`src/logic/target_ctl_defines.svh`:
```
// Constants for the target display and breaker close controller
`ifndef TARGET_CTL_DEFINES_SVH
`define TARGET_CTL_DEFINES_SVH
`define CLK_FREQ_HZ 250000000
`define ONE_SECOND_S 1
`define ONE_SECOND_CYCLES (`CLK_FREQ_HZ * `ONE_SECOND_S)
`define SEL_FRONT_PANEL 4'h0
`define SEL_MAX 4'h8
`define HEADING_EVERY 4'h8
`define GROUP_MIN 3'h1
`define GROUP_MAX 3'h6
`define DEFAULT_CFT_CYCLES 32'h0000_0100
`endif

```
`src/logic/target_ctl_pkg.sv`:
```
// Types shared by the target display and breaker close controller
package target_ctl_pkg;
	// Command codes presented by the serial command parser
	typedef enum logic [3:0]
	{
		CMD_NONE = 4'h0,
		CMD_TARGET = 4'h1,
		CMD_TARGET_RESET = 4'h2,
		CMD_TIME = 4'h3,
		CMD_TRIGGER = 4'h4,
		CMD_CLOSE = 4'h5,
		CMD_COPY = 4'h6,
		CMD_LEVEL2 = 4'h7
	} cmd_t;
	// Close dialogue states
	typedef enum logic [2:0]
	{
		CL_IDLE = 3'h0,
		CL_ASK1 = 3'h1,
		CL_ASK2 = 3'h2,
		CL_DRIVE = 3'h3
	} close_state_t;
	// Close outcome reports
	typedef enum logic [1:0]
	{
		RPT_NONE = 2'h0,
		RPT_CLOSED = 2'h1,
		RPT_OPEN = 2'h2,
		RPT_ABORTED = 2'h3
	} close_rpt_t;
endpackage

```
`src/logic/pulse_timer.sv`:
```
// Retriggerable one-shot timer used for the lamp test and alarm pulses
`timescale 1ns/1ps
module pulse_timer
#(
	parameter int CYCLES = 250000000
)
(
	input wire logic sys_clk_in,
	input wire logic rstn_in,
	input wire logic start_in,
	output logic active_out
);
	initial
	begin
		if (CYCLES < 1)
			$error("pulse_timer needs at least one cycle");
	end
	logic [31:0] count_ff; // Cycles left in the pulse
	logic [31:0] nxt_count;
	assign nxt_count = start_in ? 32'(CYCLES) : ((count_ff != 32'h0) ? count_ff - 32'h1 : 32'h0);
	assign active_out = (count_ff != 32'h0);
	// Count down after each start
	always_ff @(posedge sys_clk_in)
	begin
		if (!rstn_in)
			count_ff <= 32'h0;
		else
			count_ff <= nxt_count;
	end
endmodule // pulse_timer

```
`src/logic/row_streamer.sv`:
```
// Emits repeated target readings with a heading every eighth row
`timescale 1ns/1ps
`include "target_ctl_defines.svh"
module row_streamer
	import target_ctl_pkg::*;
(
	input wire logic sys_clk_in,
	input wire logic rstn_in,
	input wire logic start_in,
	input wire logic [7:0] count_in,
	input wire logic [7:0] row_in,
	input wire logic ready_in,
	output logic valid_out,
	output logic heading_out,
	output logic [7:0] data_out,
	output logic busy_out
);
	logic [7:0] left_ff; // Readings still to send
	logic [3:0] rows_ff; // Rows since the last heading
	logic head_ff; // Heading due next
	logic [7:0] data_ff;
	logic fire;
	assign valid_out = (left_ff != 8'h0);
	assign busy_out = valid_out;
	assign heading_out = head_ff;
	assign data_out = data_ff;
	assign fire = valid_out && ready_in;
	// Heading first, then rows, heading again after every eighth row
	always_ff @(posedge sys_clk_in)
	begin
		if (!rstn_in)
		begin
			left_ff <= 8'h0;
			rows_ff <= 4'h0;
			head_ff <= 1'b0;
			data_ff <= 8'h00;
		end
		else if (start_in)
		begin
			left_ff <= count_in;
			rows_ff <= 4'h0;
			head_ff <= 1'b1;
			data_ff <= row_in;
		end
		else if (fire)
		begin
			data_ff <= row_in;
			if (head_ff)
				head_ff <= 1'b0;
			else
			begin
				left_ff <= left_ff - 8'h1;
				rows_ff <= (rows_ff == `HEADING_EVERY - 4'h1) ? 4'h0 : rows_ff + 4'h1;
				head_ff <= (rows_ff == `HEADING_EVERY - 4'h1) && (left_ff != 8'h1);
			end
		end
	end
endmodule // row_streamer

```
`src/logic/target_display_close_control.sv`:
```
// Target LED selection, time set, trigger, breaker close and group copy control
// Operation
// - Power-up shows front panel targets
// - Selections zero to eight map LED rows
// - One shows asserted, zero deasserted
// - Repeat readings, heading every eighth row
// - Timed-out port message clears to zero
// - Reset button clears, one-second lamp test
// - Zero timeouts keep non-zero selection
// - Target reset command returns zero, clears
// - Time command loads hours minutes seconds
// - Time code input sets clock
// - Trigger records event, acknowledges, summarizes
// - Level two attempt pulses alarm second
// - Close needs jumper, open breaker, no trip
// - Close held until closed or timeout
// - Two yes answers; no aborts close
// - Report closed when status shows closed
// - Copy groups one through six
// - Copy clears event buffer
// - Copy to active group pulses alarm
`timescale 1ns/1ps
`include "target_ctl_defines.svh"
module target_display_close_control
	import target_ctl_pkg::*;
#(
	parameter int LAMP_CYCLES = `ONE_SECOND_CYCLES,
	parameter int ALARM_CYCLES = `ONE_SECOND_CYCLES
)
(
	input wire logic sys_clk_in,
	input wire logic rstn_in,
	// Command parser side
	input wire logic cmd_valid_in,
	input wire logic [3:0] cmd_code_in,
	input wire logic sel_given_in,
	input wire logic [3:0] sel_in,
	input wire logic count_given_in,
	input wire logic [7:0] count_in,
	input wire logic answer_valid_in,
	input wire logic answer_yes_in,
	input wire logic [4:0] hours_in,
	input wire logic [5:0] minutes_in,
	input wire logic [5:0] seconds_in,
	input wire logic [2:0] copy_src_in,
	input wire logic [2:0] copy_dst_in,
	input wire logic [2:0] active_group_in,
	input wire logic [31:0] close_failure_timer,
	input wire logic [15:0] port_one_idle_timeout,
	input wire logic [15:0] port_two_idle_timeout,
	input wire logic auto_port_timed_out_in,
	input wire logic auto_msg_sent_in,
	input wire logic [15:0] auto_port_timeout_in,
	// Time code side
	input wire logic irig_valid_in,
	input wire logic [4:0] irig_hours_in,
	input wire logic [5:0] irig_minutes_in,
	input wire logic [5:0] irig_seconds_in,
	// Element rows
	input wire logic [7:0] front_targets_in,
	input wire logic [7:0] row1_in,
	input wire logic [7:0] row2_in,
	input wire logic [7:0] row3_in,
	input wire logic [7:0] row4_in,
	input wire logic [7:0] row5_in,
	input wire logic [7:0] row6_in,
	input wire logic [5:0] inputs_in,
	input wire logic [5:0] other_contacts_in,
	input wire logic trip_asserted_in,
	// Pins
	input wire logic reset_button_in,
	input wire logic breaker_cmd_enable_jumper,
	input wire logic breaker_closed_status_in,
	// Reading stream
	input wire logic stream_ready_in,
	output logic stream_valid_out,
	output logic stream_heading_out,
	output logic [7:0] stream_data_out,
	// Results
	output logic [7:0] target_led_out,
	output logic [3:0] target_select_cmd,
	output logic target_clear_out,
	output logic [7:0] cleared_row_out,
	output logic cmd_reject_out,
	output logic [4:0] tod_hours_out,
	output logic [5:0] tod_minutes_out,
	output logic [5:0] tod_seconds_out,
	output logic event_trigger_out,
	output logic triggered_ack_out,
	output logic summary_out,
	output logic close_contact_out,
	output logic [1:0] close_report_out,
	output logic close_prompt_out,
	output logic copy_go_out,
	output logic event_buffer_clear_out,
	output logic alarm_contact_out
);
	initial
	begin
		if (LAMP_CYCLES < 1 || ALARM_CYCLES < 1)
			$error("timer lengths must be positive");
	end
	// ----------------------------------------------------------------
	// Pin synchronisers (three flops, change accepted when two agree)
	// ----------------------------------------------------------------
	logic [2:0] btn_sync_ff; // Reset button chain
	logic [2:0] bkr_sync_ff; // Breaker status chain
	logic btn_ff; // Accepted button level
	logic bkr_ff; // Accepted breaker closed level
	always_ff @(posedge sys_clk_in)
	begin
		if (!rstn_in)
		begin
			btn_sync_ff <= 3'h0;
			bkr_sync_ff <= 3'h0;
			btn_ff <= 1'b0;
			bkr_ff <= 1'b0;
		end
		else
		begin
			btn_sync_ff <= {btn_sync_ff[1:0], reset_button_in};
			bkr_sync_ff <= {bkr_sync_ff[1:0], breaker_closed_status_in};
			if (btn_sync_ff[1] == btn_sync_ff[2])
				btn_ff <= btn_sync_ff[2];
			if (bkr_sync_ff[1] == bkr_sync_ff[2])
				bkr_ff <= bkr_sync_ff[2];
		end
	end
	// Button press edge
	logic btn_prev_ff;
	logic button_press;
	always_ff @(posedge sys_clk_in)
	begin
		if (!rstn_in)
			btn_prev_ff <= 1'b0;
		else
			btn_prev_ff <= btn_ff;
	end
	assign button_press = btn_ff && !btn_prev_ff;
	// ----------------------------------------------------------------
	// Command decode
	// ----------------------------------------------------------------
	wire cmd_target = cmd_valid_in && (cmd_code_in == CMD_TARGET);
	wire cmd_tr = cmd_valid_in && (cmd_code_in == CMD_TARGET_RESET);
	wire cmd_time = cmd_valid_in && (cmd_code_in == CMD_TIME);
	wire cmd_trig = cmd_valid_in && (cmd_code_in == CMD_TRIGGER);
	wire cmd_close = cmd_valid_in && (cmd_code_in == CMD_CLOSE);
	wire cmd_copy = cmd_valid_in && (cmd_code_in == CMD_COPY);
	wire cmd_lvl2 = cmd_valid_in && (cmd_code_in == CMD_LEVEL2);
	// Count without selection, or selection out of range, is refused
	wire target_bad = cmd_target && ((count_given_in && !sel_given_in) || (sel_in > `SEL_MAX));
	wire target_ok = cmd_target && sel_given_in && !target_bad;
	wire grp_ok = (copy_src_in >= `GROUP_MIN) && (copy_src_in <= `GROUP_MAX)
		&& (copy_dst_in >= `GROUP_MIN) && (copy_dst_in <= `GROUP_MAX);
	wire copy_ok = cmd_copy && grp_ok;
	wire time_ok = cmd_time && (hours_in < 5'd24) && (minutes_in < 6'd60) && (seconds_in < 6'd60);
	// Automatic return to zero only when timeouts allow it
	wire timeouts_live = (port_one_idle_timeout != 16'h0) || (port_two_idle_timeout != 16'h0);
	wire auto_clear = auto_port_timed_out_in && auto_msg_sent_in && timeouts_live
		&& (auto_port_timeout_in != 16'h0);
	wire clear_now = auto_clear || cmd_tr || button_press;
	// ----------------------------------------------------------------
	// Display selection and LED mux
	// ----------------------------------------------------------------
	logic [3:0] sel_ff;
	logic [3:0] nxt_sel;
	assign nxt_sel = clear_now ? `SEL_FRONT_PANEL : (target_ok ? sel_in : sel_ff);
	// Selection register, zero from reset
	always_ff @(posedge sys_clk_in)
	begin
		if (!rstn_in)
			sel_ff <= `SEL_FRONT_PANEL;
		else
			sel_ff <= nxt_sel;
	end
	assign target_select_cmd = sel_ff;
	// Front panel targets cleared on request (clear pulse; row before a target reset kept for report)
	wire [7:0] in_row = {{<<{inputs_in}}, 2'b00};
	wire [7:0] out_row = {alarm_contact_out, other_contacts_in[3:0], close_contact_out,
		trip_asserted_in, 1'b0};
	logic [7:0] sel_row;
	always_comb
	begin
		unique case (sel_ff)
			4'h0: sel_row = front_targets_in;
			4'h1: sel_row = row1_in;
			4'h2: sel_row = row2_in;
			4'h3: sel_row = row3_in;
			4'h4: sel_row = row4_in;
			4'h5: sel_row = row5_in;
			4'h6: sel_row = row6_in;
			4'h7: sel_row = in_row;
			4'h8: sel_row = out_row;
			default: sel_row = 8'h00;
		endcase
	end
	// Lamp test after a button press
	logic lamp_on;
	pulse_timer #(.CYCLES(LAMP_CYCLES)) u_lamp
	(
		.sys_clk_in(sys_clk_in),
		.rstn_in(rstn_in),
		.start_in(button_press),
		.active_out(lamp_on)
	);
	assign target_led_out = lamp_on ? 8'hFF : sel_row;
	assign target_clear_out = clear_now;
	// Reported row after a target reset
	logic [7:0] cleared_ff;
	always_ff @(posedge sys_clk_in)
	begin
		if (!rstn_in)
			cleared_ff <= 8'h00;
		else if (cmd_tr)
			cleared_ff <= front_targets_in;
	end
	assign cleared_row_out = cleared_ff;
	// Reject flag
	logic reject_ff;
	always_ff @(posedge sys_clk_in)
	begin
		if (!rstn_in)
			reject_ff <= 1'b0;
		else
			reject_ff <= target_bad || (cmd_copy && !grp_ok);
	end
	assign cmd_reject_out = reject_ff;
	// ----------------------------------------------------------------
	// Repeated readings
	// ----------------------------------------------------------------
	wire [7:0] reps = count_given_in ? count_in : 8'h01;
	row_streamer u_stream
	(
		.sys_clk_in(sys_clk_in),
		.rstn_in(rstn_in),
		.start_in(target_ok),
		.count_in(reps),
		.row_in(target_led_out),
		.ready_in(stream_ready_in),
		.valid_out(stream_valid_out),
		.heading_out(stream_heading_out),
		.data_out(stream_data_out),
		.busy_out()
	);
	// ----------------------------------------------------------------
	// Time of day
	// ----------------------------------------------------------------
	logic [4:0] hh_ff;
	logic [5:0] mm_ff;
	logic [5:0] ss_ff;
	always_ff @(posedge sys_clk_in)
	begin
		if (!rstn_in)
		begin
			hh_ff <= 5'h00;
			mm_ff <= 6'h00;
			ss_ff <= 6'h00;
		end
		else if (time_ok)
		begin
			hh_ff <= hours_in;
			mm_ff <= minutes_in;
			ss_ff <= seconds_in;
		end
		else if (irig_valid_in)
		begin
			hh_ff <= irig_hours_in;
			mm_ff <= irig_minutes_in;
			ss_ff <= irig_seconds_in;
		end
	end
	assign tod_hours_out = hh_ff;
	assign tod_minutes_out = mm_ff;
	assign tod_seconds_out = ss_ff;
	// ----------------------------------------------------------------
	// Trigger: record, acknowledge, then summary
	// ----------------------------------------------------------------
	logic trig_ff;
	logic ack_ff;
	logic sum_ff;
	always_ff @(posedge sys_clk_in)
	begin
		if (!rstn_in)
		begin
			trig_ff <= 1'b0;
			ack_ff <= 1'b0;
			sum_ff <= 1'b0;
		end
		else
		begin
			trig_ff <= cmd_trig;
			ack_ff <= trig_ff;
			sum_ff <= ack_ff;
		end
	end
	assign event_trigger_out = trig_ff;
	assign triggered_ack_out = ack_ff;
	assign summary_out = sum_ff;
	// ----------------------------------------------------------------
	// Breaker close dialogue
	// ----------------------------------------------------------------
	close_state_t cl_ff;
	close_state_t nxt_cl;
	logic [31:0] cft_ff; // Close failure countdown
	logic [1:0] rpt_ff;
	logic [1:0] nxt_rpt;
	wire permit = breaker_cmd_enable_jumper && !bkr_ff && !trip_asserted_in;
	always_comb
	begin
		nxt_cl = cl_ff;
		nxt_rpt = RPT_NONE;
		unique case (cl_ff)
			CL_IDLE:
				if (cmd_close)
					nxt_cl = CL_ASK1;
			CL_ASK1:
				if (answer_valid_in)
				begin
					nxt_cl = answer_yes_in ? CL_ASK2 : CL_IDLE;
					if (!answer_yes_in)
						nxt_rpt = RPT_ABORTED;
				end
			CL_ASK2:
				if (answer_valid_in)
				begin
					if (!answer_yes_in)
					begin
						nxt_cl = CL_IDLE;
						nxt_rpt = RPT_ABORTED;
					end
					else if (bkr_ff)
					begin
						nxt_cl = CL_IDLE;
						nxt_rpt = RPT_CLOSED;
					end
					else if (permit)
						nxt_cl = CL_DRIVE;
					else
					begin
						nxt_cl = CL_IDLE;
						nxt_rpt = RPT_OPEN;
					end
				end
			CL_DRIVE:
				if (bkr_ff)
				begin
					nxt_cl = CL_IDLE;
					nxt_rpt = RPT_CLOSED;
				end
				else if (cft_ff == 32'h1)
				begin
					nxt_cl = CL_IDLE;
					nxt_rpt = RPT_OPEN;
				end
			default:
				nxt_cl = CL_IDLE;
		endcase
	end
	// Dialogue state, failure timer and report
	always_ff @(posedge sys_clk_in)
	begin
		if (!rstn_in)
		begin
			cl_ff <= CL_IDLE;
			cft_ff <= 32'h0;
			rpt_ff <= RPT_NONE;
		end
		else
		begin
			cl_ff <= nxt_cl;
			rpt_ff <= nxt_rpt;
			if (cl_ff != CL_DRIVE && nxt_cl == CL_DRIVE)
				cft_ff <= (close_failure_timer == 32'h0) ? 32'h1 : close_failure_timer;
			else if (cft_ff != 32'h0)
				cft_ff <= cft_ff - 32'h1;
		end
	end
	assign close_contact_out = (cl_ff == CL_DRIVE);
	assign close_report_out = rpt_ff;
	assign close_prompt_out = (cl_ff == CL_ASK1) || (cl_ff == CL_ASK2);
	// ----------------------------------------------------------------
	// Group copy and alarm
	// ----------------------------------------------------------------
	logic copy_ff;
	always_ff @(posedge sys_clk_in)
	begin
		if (!rstn_in)
			copy_ff <= 1'b0;
		else
			copy_ff <= copy_ok;
	end
	assign copy_go_out = copy_ff;
	assign event_buffer_clear_out = copy_ff;
	wire alarm_start = cmd_lvl2 || (copy_ok && (copy_dst_in == active_group_in));
	pulse_timer #(.CYCLES(ALARM_CYCLES)) u_alarm
	(
		.sys_clk_in(sys_clk_in),
		.rstn_in(rstn_in),
		.start_in(alarm_start),
		.active_out(alarm_contact_out)
	);
	// ----------------------------------------------------------------
	// Assertions
	// ----------------------------------------------------------------
	property p_reject_keeps_sel;
		@(posedge sys_clk_in) disable iff (!rstn_in)
		(target_bad && !clear_now) |=> (sel_ff == $past(sel_ff));
	endproperty
	a_reject_keeps_sel: assert property (p_reject_keeps_sel) else $error("bad select changed");
	property p_clear_zero;
		@(posedge sys_clk_in) disable iff (!rstn_in)
		clear_now |=> (sel_ff == 4'h0);
	endproperty
	a_clear_zero: assert property (p_clear_zero) else $error("select not zeroed");
	property p_lamp;
		@(posedge sys_clk_in) disable iff (!rstn_in)
		button_press |=> (target_led_out == 8'hFF) [*8];
	endproperty
	a_lamp: assert property (p_lamp) else $error("lamp test missing");
	property p_close_permit;
		@(posedge sys_clk_in) disable iff (!rstn_in)
		$rose(close_contact_out) |-> $past(permit);
	endproperty
	a_close_permit: assert property (p_close_permit) else $error("close without permit");
	property p_close_drop;
		@(posedge sys_clk_in) disable iff (!rstn_in)
		(close_contact_out && bkr_ff) |=> !close_contact_out;
	endproperty
	a_close_drop: assert property (p_close_drop) else $error("close held after closure");
	property p_abort;
		@(posedge sys_clk_in) disable iff (!rstn_in)
		(close_prompt_out && answer_valid_in && !answer_yes_in)
			|=> (rpt_ff == RPT_ABORTED) && !close_prompt_out;
	endproperty
	a_abort: assert property (p_abort) else $error("no abort");
	property p_trig_seq;
		@(posedge sys_clk_in) disable iff (!rstn_in)
		cmd_trig |=> event_trigger_out ##1 triggered_ack_out ##1 summary_out;
	endproperty
	a_trig_seq: assert property (p_trig_seq) else $error("trigger order");
	property p_alarm;
		@(posedge sys_clk_in) disable iff (!rstn_in)
		cmd_lvl2 |=> alarm_contact_out [*8];
	endproperty
	a_alarm: assert property (p_alarm) else $error("alarm not pulsed");
	c_close: cover property (@(posedge sys_clk_in) $fell(close_contact_out));
	c_stream: cover property (@(posedge sys_clk_in) stream_heading_out && stream_valid_out);
	c_copy: cover property (@(posedge sys_clk_in) copy_go_out && alarm_contact_out);
endmodule // target_display_close_control

```
`config.mk`:
```
export PLATFORM = sky130hd
export DESIGN_NAME = target_display_close_control
export DESIGN_NICKNAME = d
export VERILOG_FILES = /design/src/logic/target_ctl_pkg.sv /design/src/logic/pulse_timer.sv /design/src/logic/row_streamer.sv /design/src/logic/target_display_close_control.sv
export VERILOG_INCLUDE_DIRS = /design/src /design/src/logic
export SDC_FILE = /design/constraint.sdc
export NUM_CORES = 1
export LEC_CHECK = 0
export BUFFER_PORTS_ARGS = -buffer_cell sky130_fd_sc_hd__buf_4
export CAP_MARGIN = 10
export CORE_UTILIZATION = 52
export DETAILED_ROUTE_END_ITERATION = 10
export GPL_ROUTABILITY_DRIVEN = 0
export PLACE_DENSITY_LB_ADDON = 0.15
export SKIP_CTS_REPAIR_TIMING = 1
export SLEW_MARGIN = 20
export SYNTH_ARGS = -nofsm -noshare
export SYNTH_HDL_FRONTEND = slang
export SYNTH_HIERARCHICAL = 1
export SYNTH_SLANG_ARGS = --single-unit
```
`constraint.sdc`:
```
create_clock -name sys_clk_in -period 2.7 [get_ports sys_clk_in]
set_input_delay 0.54 -clock sys_clk_in [delete_from_list [all_inputs] [get_ports sys_clk_in]]
set_output_delay 0.54 -clock sys_clk_in [all_outputs]
set_load 0.02 [all_outputs]
```
==> parameters.txt <==
Parameter                              Value

Status
  Run status    finished with violations
  Violations in the final reports    setup timing

Synth
  Syn Nets    1,290
  Distinct cell type count after synthesis    79
  Top-count cell post-synth    sky130_fd_sc_hd__dfxtp_1
  FFs w/ async S/R, synth    0%
  Area fraction of the dominant cell type after synthesis    37.2%
  Most instantiated flip-flop cell in the synthesis netlist    sky130_fd_sc_hd__dfxtp_1
  Area of the mapped netlist    0.00887 mm^2
  Number of flops mapped to enable cells by yosys    0
  Seq/Total Area, Yosys    37.2%
  Gate count of the mapped netlist    1,059
  Total of warnings raised by yosys    6
  Number of flip-flops and latches in the synthesized netlist    165
  Post-Syn Area per Cell    8.38 um^2
  Top area cells in the synthesized netlist    sky130_fd_sc_hd__dfxtp_1 37%, sky130_fd_sc_hd__mux2i_1 5.6%, sky130_fd_sc_hd__xnor2_1 4.7%, sky130_fd_sc_hd__nor2_1 4.6%, sky130_fd_sc_hd__nand2_1 3.7%
  Yosys top cell by area    sky130_fd_sc_hd__dfxtp_1
  Commonest cells in the synthesized netlist    165 x sky130_fd_sc_hd__dfxtp_1, 108 x sky130_fd_sc_hd__nor2_1, 88 x sky130_fd_sc_hd__nand2_1

Global route
  Global-route wire length before repair    45.1 mm
  Pin count of the biggest net entering global routing    42
  Number of antenna violations at the first check in global routing    0
  Residual overflow from global routing    0
  Total Routing Usage GR    32.1%
  Vias in the first global route    9,265

Clock network
  Number of buffers added by the clock tree synthesis step    17
  Clk root buf    sky130_fd_sc_hd__clkbuf_16
  Deepest clock path buffer count    2
  TritonCTS sink count    165
  Source-to-sink clock delay at the later pin of the worst-skew pair    0.43 ns
  Clock edge transition at the registers on the reported setup and hold paths    0.06 ns
  Count of H-tree levels built during CTS    4
  TritonCTS clock tree    done

Die
  Standard cell core area    0.0166 mm^2
  Chip width    133 um
  Row count    47
  Floorplan die height    133 um
  IO Pins    281
  Overall die area    0.0176 mm^2
  Starting density of the core    53.3%

Worst hold path
  Worst Hold Class    in2reg
  Hold Startpoint    reset_button_in

Critical path
  CP endpoint kind    primary output
  Data required time at the worst endpoint    2.16 ns
  Critical path startpoint    u_lamp/count_ff[13]
  Type of the worst setup path    reg2out
  Arr. time, crit path    2.44 ns
  Reg-to-reg startpoint    cft_ff[26]
  Maximum net fanout on the critical path    5
  Startpoint kind of the worst setup timing path    flip-flop

Detailed routing
  Drt first pass iters    5
  Detailed Route Iter0 Violations    643
  DRC violations left    0
  Via count of the routed design    9,440
  Avg WL per Cell    17.5 um
  Sum of routed wire length over all layers    28.8 mm
  Antenna Nets Post-Route    0
  Vias/cell    5.74

Timing
  Fin. max-slew vios    0
  Final Setup Violations    8
  Maximum clock rate    0.336 GHz
  Time the final worst path needs with I/O delays and setup    2.98 ns
  Final critical-path setup slack    -0.277 ns
  Pin slew with the least headroom to its limit    0.570 ns
  RSZ-0062 raised after global routing    yes
  Post-route clock period utilization    110%
  Remaining max-slew budget at the tightest pin    61.9%
  Clock Skews    0.00737 ns
  Final hold violation count    0

Run
  Max-cap check violation count    0

Cells and area
  Area delta synth->final    43.6%
  Final-stage net count    1,644
  Fraction of layout cells with a size suffix above 1    35.8%
  Final standard cell area without fillers    0.0127 mm^2
  Antenna diodes    0

Placed design
  Post-placement worst setup slack    -0.150 ns
  Number of I/O port buffers    278
  HPWL after detailed placement    21.3 mm
  Standard cell area after detailed placement    0.0118 mm^2

Power and ir drop
  P per Cell Area    1030 mW/mm^2
  Static Leakage    5.53 nW
  Worst IR Drop VDD    0.562 mV
==> per-layer routing <==
metal	up-vias	GRT usage, %	wire length, um
li1	4562	-	-
met1	4411	39.1	12000
met2	390	53.6	13700
met3	77	7.62	2050
met4	0	14.8	1050
met5	-	0	0
==> worst max-delay path, stage by stage (launching register included) <==
cell and delay, ns:
sky130_fd_sc_hd__dfxtp_1 0.32, sky130_fd_sc_hd__nor4_1 0.43, sky130_fd_sc_hd__and4_4 0.31, sky130_fd_sc_hd__nand4_4 0.11, sky130_fd_sc_hd__buf_6 0.16, sky130_fd_sc_hd__or4_4 0.52
sky130_fd_sc_hd__buf_6 0.15
==> cell usage in the layout (no fill, tap or decap), types with 18 or more instances in the layout <==
cell and count:
sky130_fd_sc_hd__nor2_1 108, sky130_fd_sc_hd__or3_1 24, sky130_fd_sc_hd__xnor2_1 48, sky130_fd_sc_hd__xor2_1 26
sky130_fd_sc_hd__buf_4 370, sky130_fd_sc_hd__nand2_1 87, sky130_fd_sc_hd__a211oi_1 18, sky130_fd_sc_hd__nor4_1 40
sky130_fd_sc_hd__nand3_1 44, sky130_fd_sc_hd__a21oi_1 59, sky130_fd_sc_hd__nor3_1 51, sky130_fd_sc_hd__o21ai_0 30
sky130_fd_sc_hd__mux2i_1 49, sky130_fd_sc_hd__dfxtp_1 158, sky130_fd_sc_hd__and2_1 20
==> power breakdown <==
group | switching, mW | internal (mW)
clock | 1.02 | 1.45
combinational | 3.65 | 3.34
sequential | 0.574 | 3.10
==> worst paths after layout <==
check	end	slack (ns)	cells after the start
worst max-delay path	target_led_out[4]	-0.28	6
worst min-delay path	btn_sync_ff[0]	0.32	2
worst max register to register	cft_ff[31]	0.37	6
worst min register to register	btn_sync_ff[1]	0.43	1
==> sequential cells by signal, indices dropped and copies added (netlist names), 4 cells and up <==
name / count
target_select_cmd: 4
u_stream/left_ff: 8
u_lamp/count_ff: 32
u_alarm/count_ff: 32
tod_minutes_out: 6
u_stream/data_out: 8
cleared_row_out: 8
tod_hours_out: 5
u_stream/rows_ff: 4
cft_ff: 32
tod_seconds_out: 6
==> kinds of logic (layout without fill, tap and decap cells) <==
group           Yosys count  count (layout)  share of synthesized area, %
fa+ha+maj                 9               9                          1.27
other cells               1               1                        0.0423
buf+inv                  68             435                          3.44
xor+xnor                 74              74                          7.30
flops                   165             165                          37.2
simple gates            489             489                          29.8
mux                      55              55                          6.40
compound gates          198             198                          14.5
==> through the flow <==
| stage | TNS [ns] | util [%] | instances | power [mW] | hold slack, ns |
|---|---|---|---|---|---|
| after floorplan | 0 | - | 1059 | 7.87 | 0.412 |
| after global placement | -0.0347 | 70.9 | 1609 | 9.91 | 0.418 |
| after detailed placement | -0.150 | 70.9 | 1609 | 10.1 | 0.419 |
| after CTS | -3.01 | 74.4 | 1641 | 12.6 | 0.312 |
| after global routing | -1.95 | 76.6 | 1646 | 13.9 | 0.315 |
| final | -1.40 | 76.6 | 1646 | 13.1 | 0.318 |
==> cell type report <==
class | instances | area, um^2
Clock buffer | 18 | 429
Clock inverter | 14 | 161
Fill cell | 1203 | 3900
Inverter | 19 | 71.3
Multi-Input combinational cell | 826 | 5540
Sequential cell | 165 | 3310
Tap cell | 220 | 275
Timing Repair Buffer | 384 | 2950
(Power assumes the default switching activity.)
